`src/ccs_defines.vh`:
```
`ifndef CCS_DEFINES_VH
`define CCS_DEFINES_VH
// register indexes; byte address is four times the index
`define CCS_IDX_OPTION 22'h0000C2
`define CCS_IDX_MODE 22'h0F00A0
`define CCS_IDX_RUN 22'h0F00A1
`define CCS_IDX_STAT 22'h0F00A2
`define CCS_IDX_STSEL 22'h0F00A3
`define CCS_IDX_SYSCLK 22'h0F00A4
`define CCS_IDX_SUPPLY 22'h0F00A5
`define CCS_IDX_HDIV 22'h0F00A8
// writable bit masks; other positions read zero, except system clock status bits 7 and 5
`define CCS_MASK_MODE 8'hF7
`define CCS_MASK_RUN 8'hC1
`define CCS_MASK_STSEL 8'h07
`define CCS_MASK_SYSCLK 8'h50
`define CCS_MASK_SUPPLY 8'h90
`define CCS_MASK_HDIV 3'h7
// reset values
`define CCS_RST_MODE 8'h00
`define CCS_RST_RUN 8'hC0
`define CCS_RST_STSEL 8'h07
`define CCS_RST_SYSCLK 8'h00
`define CCS_RST_SUPPLY 8'h00
// field positions
`define CCS_MODE_EXTMAIN 7
`define CCS_MODE_MAINSEL 6
`define CCS_MODE_EXTSUB 5
`define CCS_MODE_SUBSEL 4
`define CCS_MODE_DRV_HI 2
`define CCS_MODE_DRV_LO 1
`define CCS_MODE_HIGAIN 0
`define CCS_RUN_MAINSTOP 7
`define CCS_RUN_SUBSTOP 6
`define CCS_RUN_INTSTOP 0
`define CCS_SYS_SUBSTAT 7
`define CCS_SYS_SUBREQ 6
`define CCS_SYS_MAINSTAT 5
`define CCS_SYS_MAINREQ 4
`define CCS_SUPPLY_RTCLP 7
`define CCS_OPT_F3 3
// source codes of the clock multiplexer
`define CCS_SRC_HOCO 2'h0
`define CCS_SRC_MAIN 2'h1
`define CCS_SRC_SUB 2'h2
// flash speed mode codes
`define CCS_FLASH_LOWV 2'h0
`define CCS_FLASH_BAD 2'h1
`define CCS_FLASH_LOWSPD 2'h2
`define CCS_FLASH_HISPD 2'h3
// divider code limits
`define CCS_DIV_MAX_LO 3'h3
`define CCS_DIV_MAX_HI 3'h5
// stabilization counter width, main oscillator ticks up to 2^18
`define CCS_STAB_W 19
`endif

```
`src/ccs_clock_select.v`:
```
// Our own choice: the APB slave port.
`timescale 1ns/1ns
// Functional notes
// - reset always returns clock to internal oscillator
// - config byte low nibble sets base frequency
// - config bits 7:6 give flash speed mode
// - divider field sets internal oscillator output
// - subsystem select enables 32 kHz path, drive mode
// - stabilization select sets main crystal wait time
// - main stop bit clear starts main crystal
// - status counter sets bits from bit 7 downward
// - main clock select bit switches to main clock
// - low-power bit limits subclock users in standby
// - sub stop bit clear starts 32 kHz oscillator
// - subsystem select bit switches clock to subclock
// - internal oscillator stop bit, runs after reset
// - mode control register written once after reset
`include "ccs_defines.vh"
module ccs_clock_select #(
  parameter ADDR_W = 24
) (
  input wire core_clk, // system clock, 25 MHz
  input wire rst_n, // synchronous reset, active low
  input wire psel, // apb select
  input wire penable, // apb access phase
  input wire pwrite, // apb write
  input wire [ADDR_W-1:0] paddr, // apb byte address
  input wire [31:0] pwdata, // apb write data
  input wire [3:0] pstrb, // apb byte strobes
  output wire pready, // apb ready
  output wire pslverr, // apb error on unmapped address
  output wire [31:0] prdata, // apb read data
  input wire [7:0] flash_config_byte, // nonvolatile configuration byte
  input wire hoco_tick, // internal oscillator raw pulse
  input wire main_crystal_tick, // main crystal pulse
  input wire ext_main_tick, // external main clock pulse
  input wire sub_crystal_tick, // 32 kHz crystal pulse
  input wire ext_sub_tick, // external sub clock pulse
  input wire standby, // stop or sub-halt mode active
  output wire fclk_en, // cpu and peripheral clock pulse
  output wire main_crystal_run, // main crystal amplifier on
  output wire main_osc_high_gain, // main amplifier high gain
  output wire sub_crystal_run, // 32 kHz amplifier on
  output wire [1:0] sub_osc_drive_mode, // 32 kHz drive mode
  output wire hoco_run, // internal oscillator on
  output wire stab_done, // selected stabilization time reached
  output wire [1:0] flash_speed_mode, // flash operating mode
  output wire config_error, // prohibited configuration code
  output wire sub_clk_rtc_en, // subclock pulse for rtc, timer, lcd
  output wire sub_clk_other_en // subclock pulse for other users
);

  // prohibited divider codes depend on the top frequency bit
  function div_ok;
    input f3;
    input [2:0] div;
    begin
      if (f3)
        div_ok = (div != 3'h0) && (div <= `CCS_DIV_MAX_HI);
      else
        div_ok = (div <= `CCS_DIV_MAX_LO);
    end
  endfunction

  // address match for one register index, used for writes and reads
  function hit;
    input [ADDR_W-3:0] idx;
    input [21:0] target;
    begin
      hit = (idx == target[ADDR_W-3:0]);
    end
  endfunction

  reg [7:0] mode_r;
  reg mode_done_r;
  reg [7:0] run_r;
  reg [7:0] stsel_r;
  reg [7:0] sysclk_r;
  reg [7:0] supply_r;
  reg [2:0] hdiv_r;
  reg [7:0] opt_r;
  reg opt_loaded_r;
  reg [1:0] cur_src_r;
  reg [5:0] div_cnt_r;
  reg [`CCS_STAB_W-1:0] stab_cnt_r;
  reg [31:0] prdata_r;
  reg [1:0] target_src;
  reg [7:0] rd_val;
  reg map_ok;
  reg cur_tick;
  reg new_tick;
  wire [ADDR_W-3:0] idx = paddr[ADDR_W-1:2];
  wire wr_acc = psel && penable && pwrite && pstrb[0];
  wire setup = psel && !penable;
  wire [7:0] stab_status;
  wire hoco_out;
  wire main_tick;
  wire sub_tick;
  wire [5:0] div_top;

  // config byte is sampled once, in the cycle after reset release
  always @(posedge core_clk)
  begin
    if (!rst_n)
    begin
      opt_r <= 8'h00;
      opt_loaded_r <= 1'b0;
    end
    else if (!opt_loaded_r)
    begin
      opt_r <= flash_config_byte;
      opt_loaded_r <= 1'b1;
    end
  end

  assign flash_speed_mode = opt_r[7:6];
  assign config_error = opt_loaded_r && ((opt_r[7:6] == `CCS_FLASH_BAD) ||
    !div_ok(opt_r[`CCS_OPT_F3], opt_r[2:0]));

  // mode control takes one write with all four strobes per reset, later ones dropped
  always @(posedge core_clk)
  begin
    if (!rst_n)
    begin
      mode_r <= `CCS_RST_MODE;
      mode_done_r <= 1'b0;
    end
    else if (wr_acc && hit(idx, `CCS_IDX_MODE) && !mode_done_r && (pstrb == 4'hF))
    begin
      mode_r <= pwdata[7:0] & `CCS_MASK_MODE;
      mode_done_r <= 1'b1;
    end
  end

  // plain control registers
  always @(posedge core_clk)
  begin
    if (!rst_n)
    begin
      run_r <= `CCS_RST_RUN;
      stsel_r <= `CCS_RST_STSEL;
      sysclk_r <= `CCS_RST_SYSCLK;
      supply_r <= `CCS_RST_SUPPLY;
    end
    else if (wr_acc)
    begin
      if (hit(idx, `CCS_IDX_RUN))
        run_r <= pwdata[7:0] & `CCS_MASK_RUN;
      if (hit(idx, `CCS_IDX_STSEL))
        stsel_r <= pwdata[7:0] & `CCS_MASK_STSEL;
      if (hit(idx, `CCS_IDX_SYSCLK))
        sysclk_r <= pwdata[7:0] & `CCS_MASK_SYSCLK;
      if (hit(idx, `CCS_IDX_SUPPLY))
        supply_r <= pwdata[7:0] & `CCS_MASK_SUPPLY;
    end
  end

  // divider: loaded from config at release, prohibited writes dropped
  always @(posedge core_clk)
  begin
    if (!rst_n)
      hdiv_r <= 3'h0;
    else if (!opt_loaded_r)
      hdiv_r <= flash_config_byte[2:0];
    else if (wr_acc && hit(idx, `CCS_IDX_HDIV) &&
      div_ok(opt_r[`CCS_OPT_F3], pwdata[2:0]))
      hdiv_r <= pwdata[2:0] & `CCS_MASK_HDIV;
  end

  // oscillator enables and amplifier settings
  assign hoco_run = !run_r[`CCS_RUN_INTSTOP];
  assign main_crystal_run = !run_r[`CCS_RUN_MAINSTOP] && mode_r[`CCS_MODE_MAINSEL] &&
    !mode_r[`CCS_MODE_EXTMAIN];
  assign main_osc_high_gain = mode_r[`CCS_MODE_HIGAIN];
  assign sub_crystal_run = !run_r[`CCS_RUN_SUBSTOP] && mode_r[`CCS_MODE_SUBSEL] &&
    !mode_r[`CCS_MODE_EXTSUB];
  assign sub_osc_drive_mode = mode_r[`CCS_MODE_DRV_HI:`CCS_MODE_DRV_LO];

  // source pulses; an external clock needs the same stop bit cleared
  assign main_tick = !run_r[`CCS_RUN_MAINSTOP] && mode_r[`CCS_MODE_MAINSEL] &&
    (mode_r[`CCS_MODE_EXTMAIN] ? ext_main_tick : main_crystal_tick);
  assign sub_tick = !run_r[`CCS_RUN_SUBSTOP] && mode_r[`CCS_MODE_SUBSEL] &&
    (mode_r[`CCS_MODE_EXTSUB] ? ext_sub_tick : sub_crystal_tick);

  // internal oscillator divided by 2^code, top rate set by config bit 3
  assign div_top = (6'h01 << hdiv_r) - 6'h01;
  always @(posedge core_clk)
  begin
    if (!rst_n)
      div_cnt_r <= 6'h00;
    else if (hoco_run && hoco_tick)
      div_cnt_r <= (div_cnt_r >= div_top) ? 6'h00 : div_cnt_r + 6'h01;
  end
  assign hoco_out = hoco_run && hoco_tick && (div_cnt_r >= div_top);

  // stabilization counter restarts whenever the crystal is stopped;
  // an external main clock is marked settled at once
  always @(posedge core_clk)
  begin
    if (!rst_n || !main_crystal_run)
      stab_cnt_r <= {`CCS_STAB_W{1'b0}};
    else if (main_crystal_tick && !stab_cnt_r[`CCS_STAB_W-1])
      stab_cnt_r <= stab_cnt_r + {{(`CCS_STAB_W-1){1'b0}}, 1'b1};
  end

  // thermometer status: 2^8,2^9,2^10,2^11,2^13,2^15,2^17,2^18 ticks
  assign stab_status[7] = |stab_cnt_r[`CCS_STAB_W-1:8];
  assign stab_status[6] = |stab_cnt_r[`CCS_STAB_W-1:9];
  assign stab_status[5] = |stab_cnt_r[`CCS_STAB_W-1:10];
  assign stab_status[4] = |stab_cnt_r[`CCS_STAB_W-1:11];
  assign stab_status[3] = |stab_cnt_r[`CCS_STAB_W-1:13];
  assign stab_status[2] = |stab_cnt_r[`CCS_STAB_W-1:15];
  assign stab_status[1] = |stab_cnt_r[`CCS_STAB_W-1:17];
  assign stab_status[0] = stab_cnt_r[`CCS_STAB_W-1];
  // code k waits for status bit 7-k
  assign stab_done = stab_status[3'h7 - stsel_r[2:0]] ||
    (mode_r[`CCS_MODE_EXTMAIN] && !run_r[`CCS_RUN_MAINSTOP]);

  // requested source; subsystem select outranks main select
  always @*
  begin
    if (sysclk_r[`CCS_SYS_SUBREQ])
      target_src = `CCS_SRC_SUB;
    else if (sysclk_r[`CCS_SYS_MAINREQ])
      target_src = `CCS_SRC_MAIN;
    else
      target_src = `CCS_SRC_HOCO;
  end

  // pulse of current source and of requested source
  always @*
  begin
    case (cur_src_r)
      `CCS_SRC_MAIN: cur_tick = main_tick;
      `CCS_SRC_SUB: cur_tick = sub_tick;
      default: cur_tick = hoco_out;
    endcase
    case (target_src)
      `CCS_SRC_MAIN: new_tick = main_tick;
      `CCS_SRC_SUB: new_tick = sub_tick;
      default: new_tick = hoco_out;
    endcase
  end

  // switch only right after the old source ends a period, so no pulse is
  // cut short; a stopped old source would hang the switch, so its enable
  // falling releases it too. new_tick is unused on purpose: waiting for it
  // would add a cycle with no benefit for a pulse-style clock
  always @(posedge core_clk)
  begin
    if (!rst_n)
      cur_src_r <= `CCS_SRC_HOCO;
    else if (target_src != cur_src_r && (cur_tick ||
      (cur_src_r == `CCS_SRC_HOCO && !hoco_run) ||
      (cur_src_r == `CCS_SRC_MAIN && run_r[`CCS_RUN_MAINSTOP]) ||
      (cur_src_r == `CCS_SRC_SUB && run_r[`CCS_RUN_SUBSTOP])))
      cur_src_r <= target_src;
  end

  // the switching cycle passes the old pulse, never a partial one
  assign fclk_en = cur_tick;

  // low-power bit withholds the subclock from other users in standby
  assign sub_clk_rtc_en = sub_tick;
  assign sub_clk_other_en = sub_tick && !(supply_r[`CCS_SUPPLY_RTCLP] && standby);

  // read mux; status bits of the select register show the live source
  always @*
  begin
    map_ok = 1'b1;
    rd_val = 8'h00;
    if (hit(idx, `CCS_IDX_OPTION))
      rd_val = opt_r;
    else if (hit(idx, `CCS_IDX_MODE))
      rd_val = mode_r;
    else if (hit(idx, `CCS_IDX_RUN))
      rd_val = run_r;
    else if (hit(idx, `CCS_IDX_STAT))
      rd_val = stab_status;
    else if (hit(idx, `CCS_IDX_STSEL))
      rd_val = stsel_r;
    else if (hit(idx, `CCS_IDX_SYSCLK))
      rd_val = sysclk_r | {cur_src_r == `CCS_SRC_SUB, 1'b0, cur_src_r == `CCS_SRC_MAIN, 5'h00};
    else if (hit(idx, `CCS_IDX_SUPPLY))
      rd_val = supply_r;
    else if (hit(idx, `CCS_IDX_HDIV))
      rd_val = {5'h00, hdiv_r};
    else
      map_ok = 1'b0;
  end

  // read data captured in the setup cycle, held through the access
  always @(posedge core_clk)
  begin
    if (!rst_n)
      prdata_r <= 32'h00000000;
    else if (setup)
      prdata_r <= {24'h000000, rd_val};
  end

  // zero-wait slave
  assign pready = 1'b1;
  assign pslverr = psel && penable && !map_ok;
  assign prdata = prdata_r;

endmodule // ccs_clock_select

```
`config.mk`:
```
export PLATFORM = sky130hd
export DESIGN_NAME = ccs_clock_select
export DESIGN_NICKNAME = d
export VERILOG_FILES = /design/src/ccs_clock_select.v
export VERILOG_INCLUDE_DIRS = /design/src
export SDC_FILE = /design/constraint.sdc
export NUM_CORES = 1
export LEC_CHECK = 0
export BUFFER_PORTS_ARGS = -buffer_cell sky130_fd_sc_hd__buf_2
export CORE_MARGIN = 2
export CORE_UTILIZATION = 51
export CTS_CLUSTER_SIZE = 12
export DETAILED_ROUTE_END_ITERATION = 10
export HOLD_SLACK_MARGIN = 0.15
export PLACE_DENSITY = 0.8
export SLEW_MARGIN = 25
export SYNTH_ARGS = -nofsm -noshare
export SYNTH_HDL_FRONTEND = slang
export SYNTH_SLANG_ARGS = --single-unit
export TNS_END_PERCENT = 30
```
`constraint.sdc`:
```
create_clock -name core_clk -period 2.97 [get_ports core_clk]
set_input_delay 0.297 -clock core_clk [delete_from_list [all_inputs] [get_ports core_clk]]
set_output_delay 0.297 -clock core_clk [all_outputs]
set_load 0.05 [all_outputs]
```
==> out/results.txt, run 1 <==
The CTS clock-pin slew for the worst setup and hold paths was 0.07 ns. The synthesis-to-finish area growth was 14.7%. The number of cells on the worst reg-to-reg path is 11. Dividing the detail-routed wire length by the instance count gives 15.4 um. The count of cells along the worst hold path is 3. In this run the remaining antenna-violating nets after routing total 0. The number of antenna violations at the first check in global routing is 0. Data on the critical path is required at its endpoint by 2.67 ns.

Each instance of the synthesized netlist takes up on average 8.42 sq um. The clock sink total came out at 65. Setup repair after global routing could not meet its margin everywhere. The worst slew slack as a fraction of its limit was 0.411. The run gives 618 as the number of nets in the layout. The destination of the worst hold path was opt_r[3]$_SDFFE_PN0N_.

The run gives 0 as the final-report max-slew violation count. The most used flip-flop cell after synthesis is sky130_fd_sc_hd__dfxtp_1. The pin count of the biggest net entering global routing is 31, and the achievable clock frequency is 328 MHz.

The run gives 645 as the fill cell total of the finished layout. The final reports fail on negative setup slack. Worst supply voltage drop on vdd: 0.217 mV. The count of yosys warnings during synthesis was 0. The worst hold path begins at flash_config_byte[3]. The actual transition at the worst max-transition pin works out to 0.875 ns. The number of buffers and inverters on the critical path is 1. The total setup violations reported at the end of the flow is 1.

Most common cell after layout, fill and taps aside: sky130_fd_sc_hd__buf_2. Sort of element at the start of the critical path: a flip-flop. For this run, design rule violations remaining after detail routing come to 0.

Measured along the x axis, the die boundary spans 91.1 um. Vertical extent of the die: 91.1 um. TritonCTS built the clock tree. The tools report the critical register-to-register path endpoint as cur_src_r[0]$_SDFFE_PN0P_. Counting flops with a built-in enable in the synthesized netlist gives 0. The HPWL after detailed placement is 7.40 mm. Path class of the lowest-slack min-delay path: in -> reg. The flow ran to the end, but the final reports show violations. Data arrives at the worst endpoint at 2.75 ns. The global-route track usage on met3 was 0.0564. The number of stages on the worst setup path works out to 11. The startpoint of the most critical register-to-register path was hdiv_r[2]$_SDFFE_PN0P_. 0 antenna diodes ended up in the layout. The critical path goes through or3_4, ha_4, nor3_2, a21oi_2, o21a_1, ha_1, and2_4, a221o_1, a31oi_4, o21ai_2, buf_6. Total grt overflow: 0. Cell family contributing the most delay on the critical path: compound AO/OA/AOI/OAI gates. After synthesis the netlist holds a flip-flop and latch count of 65. Synthesis instantiated 58 different standard cells from the library. Pin placement for this block handled 126 I/O pins. The core region is 0.00729 sq mm.

Port buffering added 73 buffers. Dividing the detail-routed via count by the number of cells gives 5.68. DRC marker count from the first detailed-route iteration: 234. Before antenna repair, the detailed router went through 5 iterations. In this run the deepest clock path goes through 2 buffers.

The tools report the detailed-route wire length as 9.73 mm. The part of the Yosys area used for sequential elements is 0.337, and the final RePlAce weighted congestion is 0.901. For the latest clock arrival within the worst-skew pair, the log shows 0.35 ns. Global-route track usage on met2: 0.433. The first-pass GRT wire length was 16.1 mm.

Leaving out fill and tap cells, the most frequent cells in the layout are sky130_fd_sc_hd__buf_2, sky130_fd_sc_hd__dfxtp_1, sky130_fd_sc_hd__nor2_1. Ranked by total cell area, the synthesized netlist is headed by sky130_fd_sc_hd__dfxtp_1, sky130_fd_sc_hd__mux2i_1, sky130_fd_sc_hd__buf_4. The final route contains 3581 vias. For this design the ratio of total power to cell area is 426 mW/mm^2.

The largest fanout on the critical path was 4. The worst-path cell with the longest stage delay was sky130_fd_sc_hd__or3_4. The tools report the placement row count as 31.

The fraction of registers with async set or reset after synthesis came out at 0. In this run the most used layer during global routing was met2. The largest total area in the synthesized netlist belongs to sky130_fd_sc_hd__dfxtp_1. The ratio of cells with drive above 1 in the final layout was 0.212. The logs give 0.239 for the global-route total usage across every layer and 3 for the number of H-tree levels. For this run, the number of standard cells in the final layout without fillers is 631.

The tools report the cell area after synthesis as 0.00387 sq mm. The met1 capacity usage during global routing came out at 0.272. On the worst path, the slowest cell contributes a delay of 0.39 ns. The number of hold violations in the final report came out at 0. Counting every instance in the synthesized netlist gives 459. The number of placed cells counting well taps is 613, and the count of hold-fix buffers inserted at cts is 0.

The ratio of final minimum period to clock period is 1.03. The CTS root buffer was sky130_fd_sc_hd__clkbuf_8. The number of global-route vias before repair came out at 3460.

The run gives 1.87 nW as the total leakage power. The tools report the final worst slack as -0.0749 ns. Total power draw: 1.89 mW. Between clock sinks in the finished design, the worst skew comes to 0.00906 ns. The share of the synthesized area in the top cell type was 0.337; the number of buffers inserted during clock tree synthesis was 9. The effective utilization at floorplan was 0.530; the shortest clock period the worst path allows after layout was 3.04 ns. The worst setup path is captured at a primary output. The die covers 0.00829 sq mm.

By startpoint and endpoint, the worst setup path is classified as reg -> out. Across all register-to-register paths, the minimum setup slack is 0.18 ns. Across the run, the number of max-cap violations was 0.
logic make-up (layout without fill, tap and decap cells):
kind of cell	count (synthesis)	in the layout	share of synthesized area
other	2	25	0.00194
XOR/XNOR	22	22	0.0498
adder cells (fa/ha/maj)	12	12	0.0388
AO/OA/AOI/OAI	72	72	0.122
multiplexers	37	37	0.0961
AND/OR/NAND/NOR	190	190	0.267
buffers and inverters	59	109	0.0877
flip-flops	65	65	0.337
report_power, final:
group | switching [mW] | internal, mW
Combinational | 0.213 | 0.107
Clock | 0.357 | 0.305
Sequential | 0.0185 | 0.888
how the worst max path moves through the flow:
stage,endpoint,slack (ns),start
floorplan,fclk_en,0.08,hdiv_r[2]$_SDFFE_PN0P_
global placement,fclk_en,0.06,hdiv_r[2]$_SDFFE_PN0P_
detailed placement,fclk_en,-0.004,hdiv_r[2]$_SDFFE_PN0P_
CTS,fclk_en,-0.06,hdiv_r[2]$_SDFFE_PN0P_
global route,fclk_en,-0.19,hdiv_r[2]$_SDFFE_PN0P_
finish,fclk_en,-0.07,hdiv_r[2]$_SDFFE_PN0P_
per-stage QoR:
stage / setup WS, ns / util / area [sq um] / hold WS (ns) / setup TNS (ns)
3_3_place_gp: 0.0568 / 0.575 / 4190 / 0.434 / 0
6_report: -0.0749 / 0.608 / 4430 / 0.187 / -0.0749
5_1_grt: -0.189 / 0.608 / 4430 / 0.198 / -0.189
4_1_cts: -0.0583 / 0.608 / 4430 / 0.184 / -0.0583
2_1_floorplan: 0.0805 / - / 3950 / 0.325 / 0
3_5_place_dp: -0.00424 / 0.575 / 4190 / 0.438 / -0.00424
worst reg2reg max path, stage by stage, from the launching register on:
cell                      delay (ns)
sky130_fd_sc_hd__dfxtp_2        0.34
sky130_fd_sc_hd__or3_4          0.39
sky130_fd_sc_hd__ha_4           0.17
sky130_fd_sc_hd__buf_4          0.15
sky130_fd_sc_hd__xor2_1         0.16
sky130_fd_sc_hd__ha_1           0.29
sky130_fd_sc_hd__nand2_1        0.05
sky130_fd_sc_hd__o21ai_0        0.28
sky130_fd_sc_hd__a31oi_4        0.14
sky130_fd_sc_hd__buf_4          0.16
sky130_fd_sc_hd__o21ai_0        0.33
sky130_fd_sc_hd__mux2i_1        0.23
sequential cells by signal, summed over array words and instances, names as in the netlist:
signal,flops
cur_src_r,2
div_cnt_r,6
hdiv_r,3
mode_done_r,1
mode_r,7
opt_loaded_r,1
opt_r,8
prdata,8
run_r,3
stab_cnt_r,19
stsel_r,3
supply_r,2
sysclk_r,2
cell usage after synthesis (4+ instances only):
cell type and count:
sky130_fd_sc_hd__dfxtp_1 65, sky130_fd_sc_hd__nor2_1 56, sky130_fd_sc_hd__nand2_1 38, sky130_fd_sc_hd__mux2i_1 36, sky130_fd_sc_hd__buf_4 29, sky130_fd_sc_hd__o21ai_0 19, sky130_fd_sc_hd__clkbuf_1 16, sky130_fd_sc_hd__a21oi_1 15
sky130_fd_sc_hd__nand4_1 13, sky130_fd_sc_hd__ha_1 12, sky130_fd_sc_hd__xor2_1 12, sky130_fd_sc_hd__inv_1 11, sky130_fd_sc_hd__nand3_1 11, sky130_fd_sc_hd__nor2b_1 11, sky130_fd_sc_hd__xnor2_1 10, sky130_fd_sc_hd__a31oi_1 8
sky130_fd_sc_hd__nand3b_1 7, sky130_fd_sc_hd__nor4_1 7, sky130_fd_sc_hd__nor3_1 6, sky130_fd_sc_hd__nor4b_1 6, sky130_fd_sc_hd__and3_1 5, sky130_fd_sc_hd__nand2b_1 5, sky130_fd_sc_hd__and2_1 4
metal layers:
metal / wire [um] / share of wire
met2: 4830 / 0.50
met3: 662 / 0.068
met1: 4030 / 0.41
met4: 208 / 0.021
met5: 0 / 0
area by class of cell:
type,instances,area (sq um),area share
clock buffer,10,128,0.0288
clock inverter,6,43.8,0.00988
inverter,12,45.0,0.0102
multi-input combinational,358,2360,0.532
sequential,65,1300,0.294
tap,99,124,0.0279
timing repair buffer,81,432,0.0973
what timing repair did:
item,CTS,global route
setup buffers,2,0
pin swaps,5,0
endpoints found under the setup margin,1,6
resized for setup,12,2
No activity file was read; power rests on OpenSTA's default activity.
==> run 2, diff against run 1 <==
MAX_ROUTING_LAYER = met4   (was not set)
RECOVER_POWER = 100   (was not set)
==> run 2 against run 1 <==
  * The run still ends with negative setup slack left
  * First-iteration DRC count is 25% higher
  * Global-route usage is 0.46 points higher
  * Clock power is 28% higher
  * Combinational power hardly changed
  * Flip-flop and latch count stayed put
  * Sequential power hardly changed
  * Sequential share of layout area hardly changed
  * Critical path depth stayed put
  * Clock skew is 0.0049 ns higher
  * Fmax is 2.4% lower
  * Routed wire length is 1.7% higher
  * Critical endpoint unchanged
==> out/results.txt, run 2 (synthesis gave the netlist of run 1 again) <==
The total setup violations reported at the end of the flow is 1 (unchanged), and the top-level port count is 126 (unchanged). TritonCTS built the clock tree. The run finished, with violations left. Latest clock arrival within the worst-skew pair: 0.36 ns (about the same). The die area was 0.00829 sq mm (unchanged); the number of global-route vias before repair was 3399 (-1.8%). The required time at the worst-slack endpoint is 2.67 ns (about the same), and the shortest clock period the worst path allows after layout is 3.12 ns (+0.0762 ns).

The tools report the DRC violation count after routing as 0 (unchanged). The critical path in this run is classified as reg -> out. The total negative slack for setup checks was -0.151 ns (-0.0762 ns); the count of antenna-violating nets left after detailed routing was 0 (unchanged). The tools report the final-report max-slew violation count as 0 (unchanged). The number of hold violations in the final report was 0 (unchanged).

The total power draw is 2.07 mW (+9.8%). The detailed placer's ending HPWL came out at 7.28 mm (-1.5%). The largest register by flop count is stab_cnt_r. For the clock sink total, the log shows 65 (unchanged). Leaving out fill and tap cells, the most frequent cells in the layout are sky130_fd_sc_hd__dfxtp_1, sky130_fd_sc_hd__nor2_1, sky130_fd_sc_hd__buf_2.

For the number of detailed-route iterations in the first pass, the log shows 5 (unchanged). The total inserted antenna cells came out at 0 (unchanged). Setup repair after global routing could not meet its margin everywhere. Largest fanout on the critical path: 3 (-1).

The max-capacitance violation count is 0 (unchanged), and the vertical extent of the die is 91.1 um (unchanged). The detailed-route wire length was 9.90 mm (+1.7%). The logs give 31 (unchanged) for the pin count of the biggest net entering global routing and 31 (unchanged) for the placement row count. The logs give 0.00444 sq mm (about the same) for the final cell area excluding filler cells and 3 (unchanged) for the number of H-tree levels. The worst setup path is captured at a primary output.

Fill cell total of the finished layout: 651 (+0.93%). The cell area reported after detailed placement is 0.00419 sq mm (unchanged). The actual transition at the worst max-transition pin was 1.21 ns (+0.336 ns). The share of the core filled with cells was 0.608 (about the same). The run gives 0 (unchanged) as the number of antenna violations at the first check in global routing.

The power density over cell area is 467 mW/mm^2 (+9.8%). Final RePlAce weighted congestion: 0.916 (+1.6%). Horizontal extent of the die: 91.1 um (unchanged). The first-pass GRT wire length was 16.2 mm (+0.64%); the global-route total usage across every layer was 0.243 (+0.00460).

The synthesis-to-finish area growth was 14.8% (about the same); the achievable clock frequency was 320 MHz (-2.4%). The tools report the effective utilization at floorplan as 0.530 (unchanged). The total leakage power is 1.77 nW (-5.3%).

The maximum count of clock buffers along a single path came out at 2 (unchanged). Average wire length per cell after detail routing: 15.6 um (+1.4%). The ratio of cells with drive above 1 in the final layout works out to 0.161 (-0.0514). For the final setup skew, the log shows 0.0139 ns (+0.00488 ns). CTS placed an instance of sky130_fd_sc_hd__clkbuf_8 at the clock tree root. The run gives 620 (+0.32%) as the number of nets in the layout. The tools report the sort of element at the start of the critical path as a flip-flop. For the number of vias in the routed layout, the log shows 3629 (+1.3%).

The run gives -0.151 ns (-0.0762 ns) as the final worst slack. The worst hold path belongs to the class in -> reg. The worst supply voltage drop on vdd was 0.309 mV (+43%); the area of the core region was 0.00729 sq mm (unchanged).

The via density per instance came out at 5.73 (+1.0%). Leaving out fill and tap cells, the most frequent cell in the layout is sky130_fd_sc_hd__dfxtp_1. The flip-flop count of the largest register, all copies and words added works out to 19 (unchanged). The run gives 2.82 ns (+0.07 ns) as the worst endpoint data arrival time. The worst slew slack as a fraction of its limit was 0.193 (-0.218); the count of buffers from port buffering was 73 (unchanged).

The final reports fail on negative setup slack. The CTS clock-pin slew for the worst setup and hold paths was 0.08 ns (about the same); the total grt overflow was 0 (unchanged). The number of buffers inserted during clock tree synthesis was 9 (unchanged); the ratio of final minimum period to clock period was 1.05 (+0.0257).

The logs give 0.181 ns (-0.00670 ns) for the hold slack and 292 (+25%) for the DRC marker count from the first detailed-route iteration.
## run 2: changes by cell type in the layout (fill, tap and decap cells not counted), sizes merged
cell and delta:
buf -24, bufinv +2, clkinvlp +1, clkinv -2, clkbuf +25
## run 2: metrics by stage
stage | setup WS [ns] | instances
final | -0.151 | 633
after global routing | -0.236 | 633
after CTS | -0.107 | 631
after detailed placement | -0.00977 | 613
after global placement | 0.0575 | 613
after floorplan | 0.0805 | 482
## run 2: area by class of cell
class	instances	area [sq um]	share of cell area
clock inverter	7	93.8	0.0212
sequential	65	1300	0.294
inverter	12	45.0	0.0102
clock buffer	9	124	0.0279
multi-input combinational	358	2340	0.527
tap	99	124	0.0279
timing repair buffer	83	409	0.0922
## run 2: where the power goes
part,switching (mW),internal (mW),leakage [nW]
Clock,0.374,0.472,0.106
Combinational,0.216,0.106,1.14
Sequential,0.0181,0.888,0.528
## run 2: final timing paths
| check | start | endpoint | slack, ns | cells after the start |
|---|---|---|---|---|
| worst min register to register | mode_done_r$_SDFFE_PN0P_ | mode_done_r$_SDFFE_PN0P_ | 0.46 | 2 |
| worst max-delay path | hdiv_r[2]$_SDFFE_PN0P_ | fclk_en | -0.15 | 11 |
| worst min-delay path | flash_config_byte[4] | opt_r[4]$_SDFFE_PN0N_ | 0.18 | 3 |
| worst max register to register | hdiv_r[2]$_SDFFE_PN0P_ | div_cnt_r[2]$_SDFFE_PN0P_ | 0.16 | 12 |
## run 2: critical path, cell delays in order, from the launching register on
cell and delay [ns]:
sky130_fd_sc_hd__dfxtp_2 0.34, sky130_fd_sc_hd__or3_4 0.41, sky130_fd_sc_hd__ha_4 0.18, sky130_fd_sc_hd__buf_4 0.14, sky130_fd_sc_hd__a21oi_2 0.14, sky130_fd_sc_hd__o21a_1 0.13, sky130_fd_sc_hd__ha_1 0.22, sky130_fd_sc_hd__and2_4 0.15
sky130_fd_sc_hd__a221o_1 0.36, sky130_fd_sc_hd__a31oi_4 0.19, sky130_fd_sc_hd__o21ai_2 0.07, sky130_fd_sc_hd__buf_6 0.15
## run 2: timing repair
| item | in CTS | in global routing |
|---|---|---|
| hold buffers | 0 | 0 |
| resized for setup | 11 | 5 |
| endpoints found under the setup margin | 1 | 6 |
| setup buffers | 2 | 2 |
| pin swaps | 4 | 4 |
## run 2: per-layer routing
| metal | GRT usage | up-vias | routed length, um |
|---|---|---|---|
| li1 | - | 1725 | - |
| met1 | 0.293 | 1727 | 4160 |
| met2 | 0.402 | 159 | 4820 |
| met3 | 0.0448 | 18 | 709 |
| met4 | 0.0997 | 0 | 201 |
| met5 | - | - | 0 |
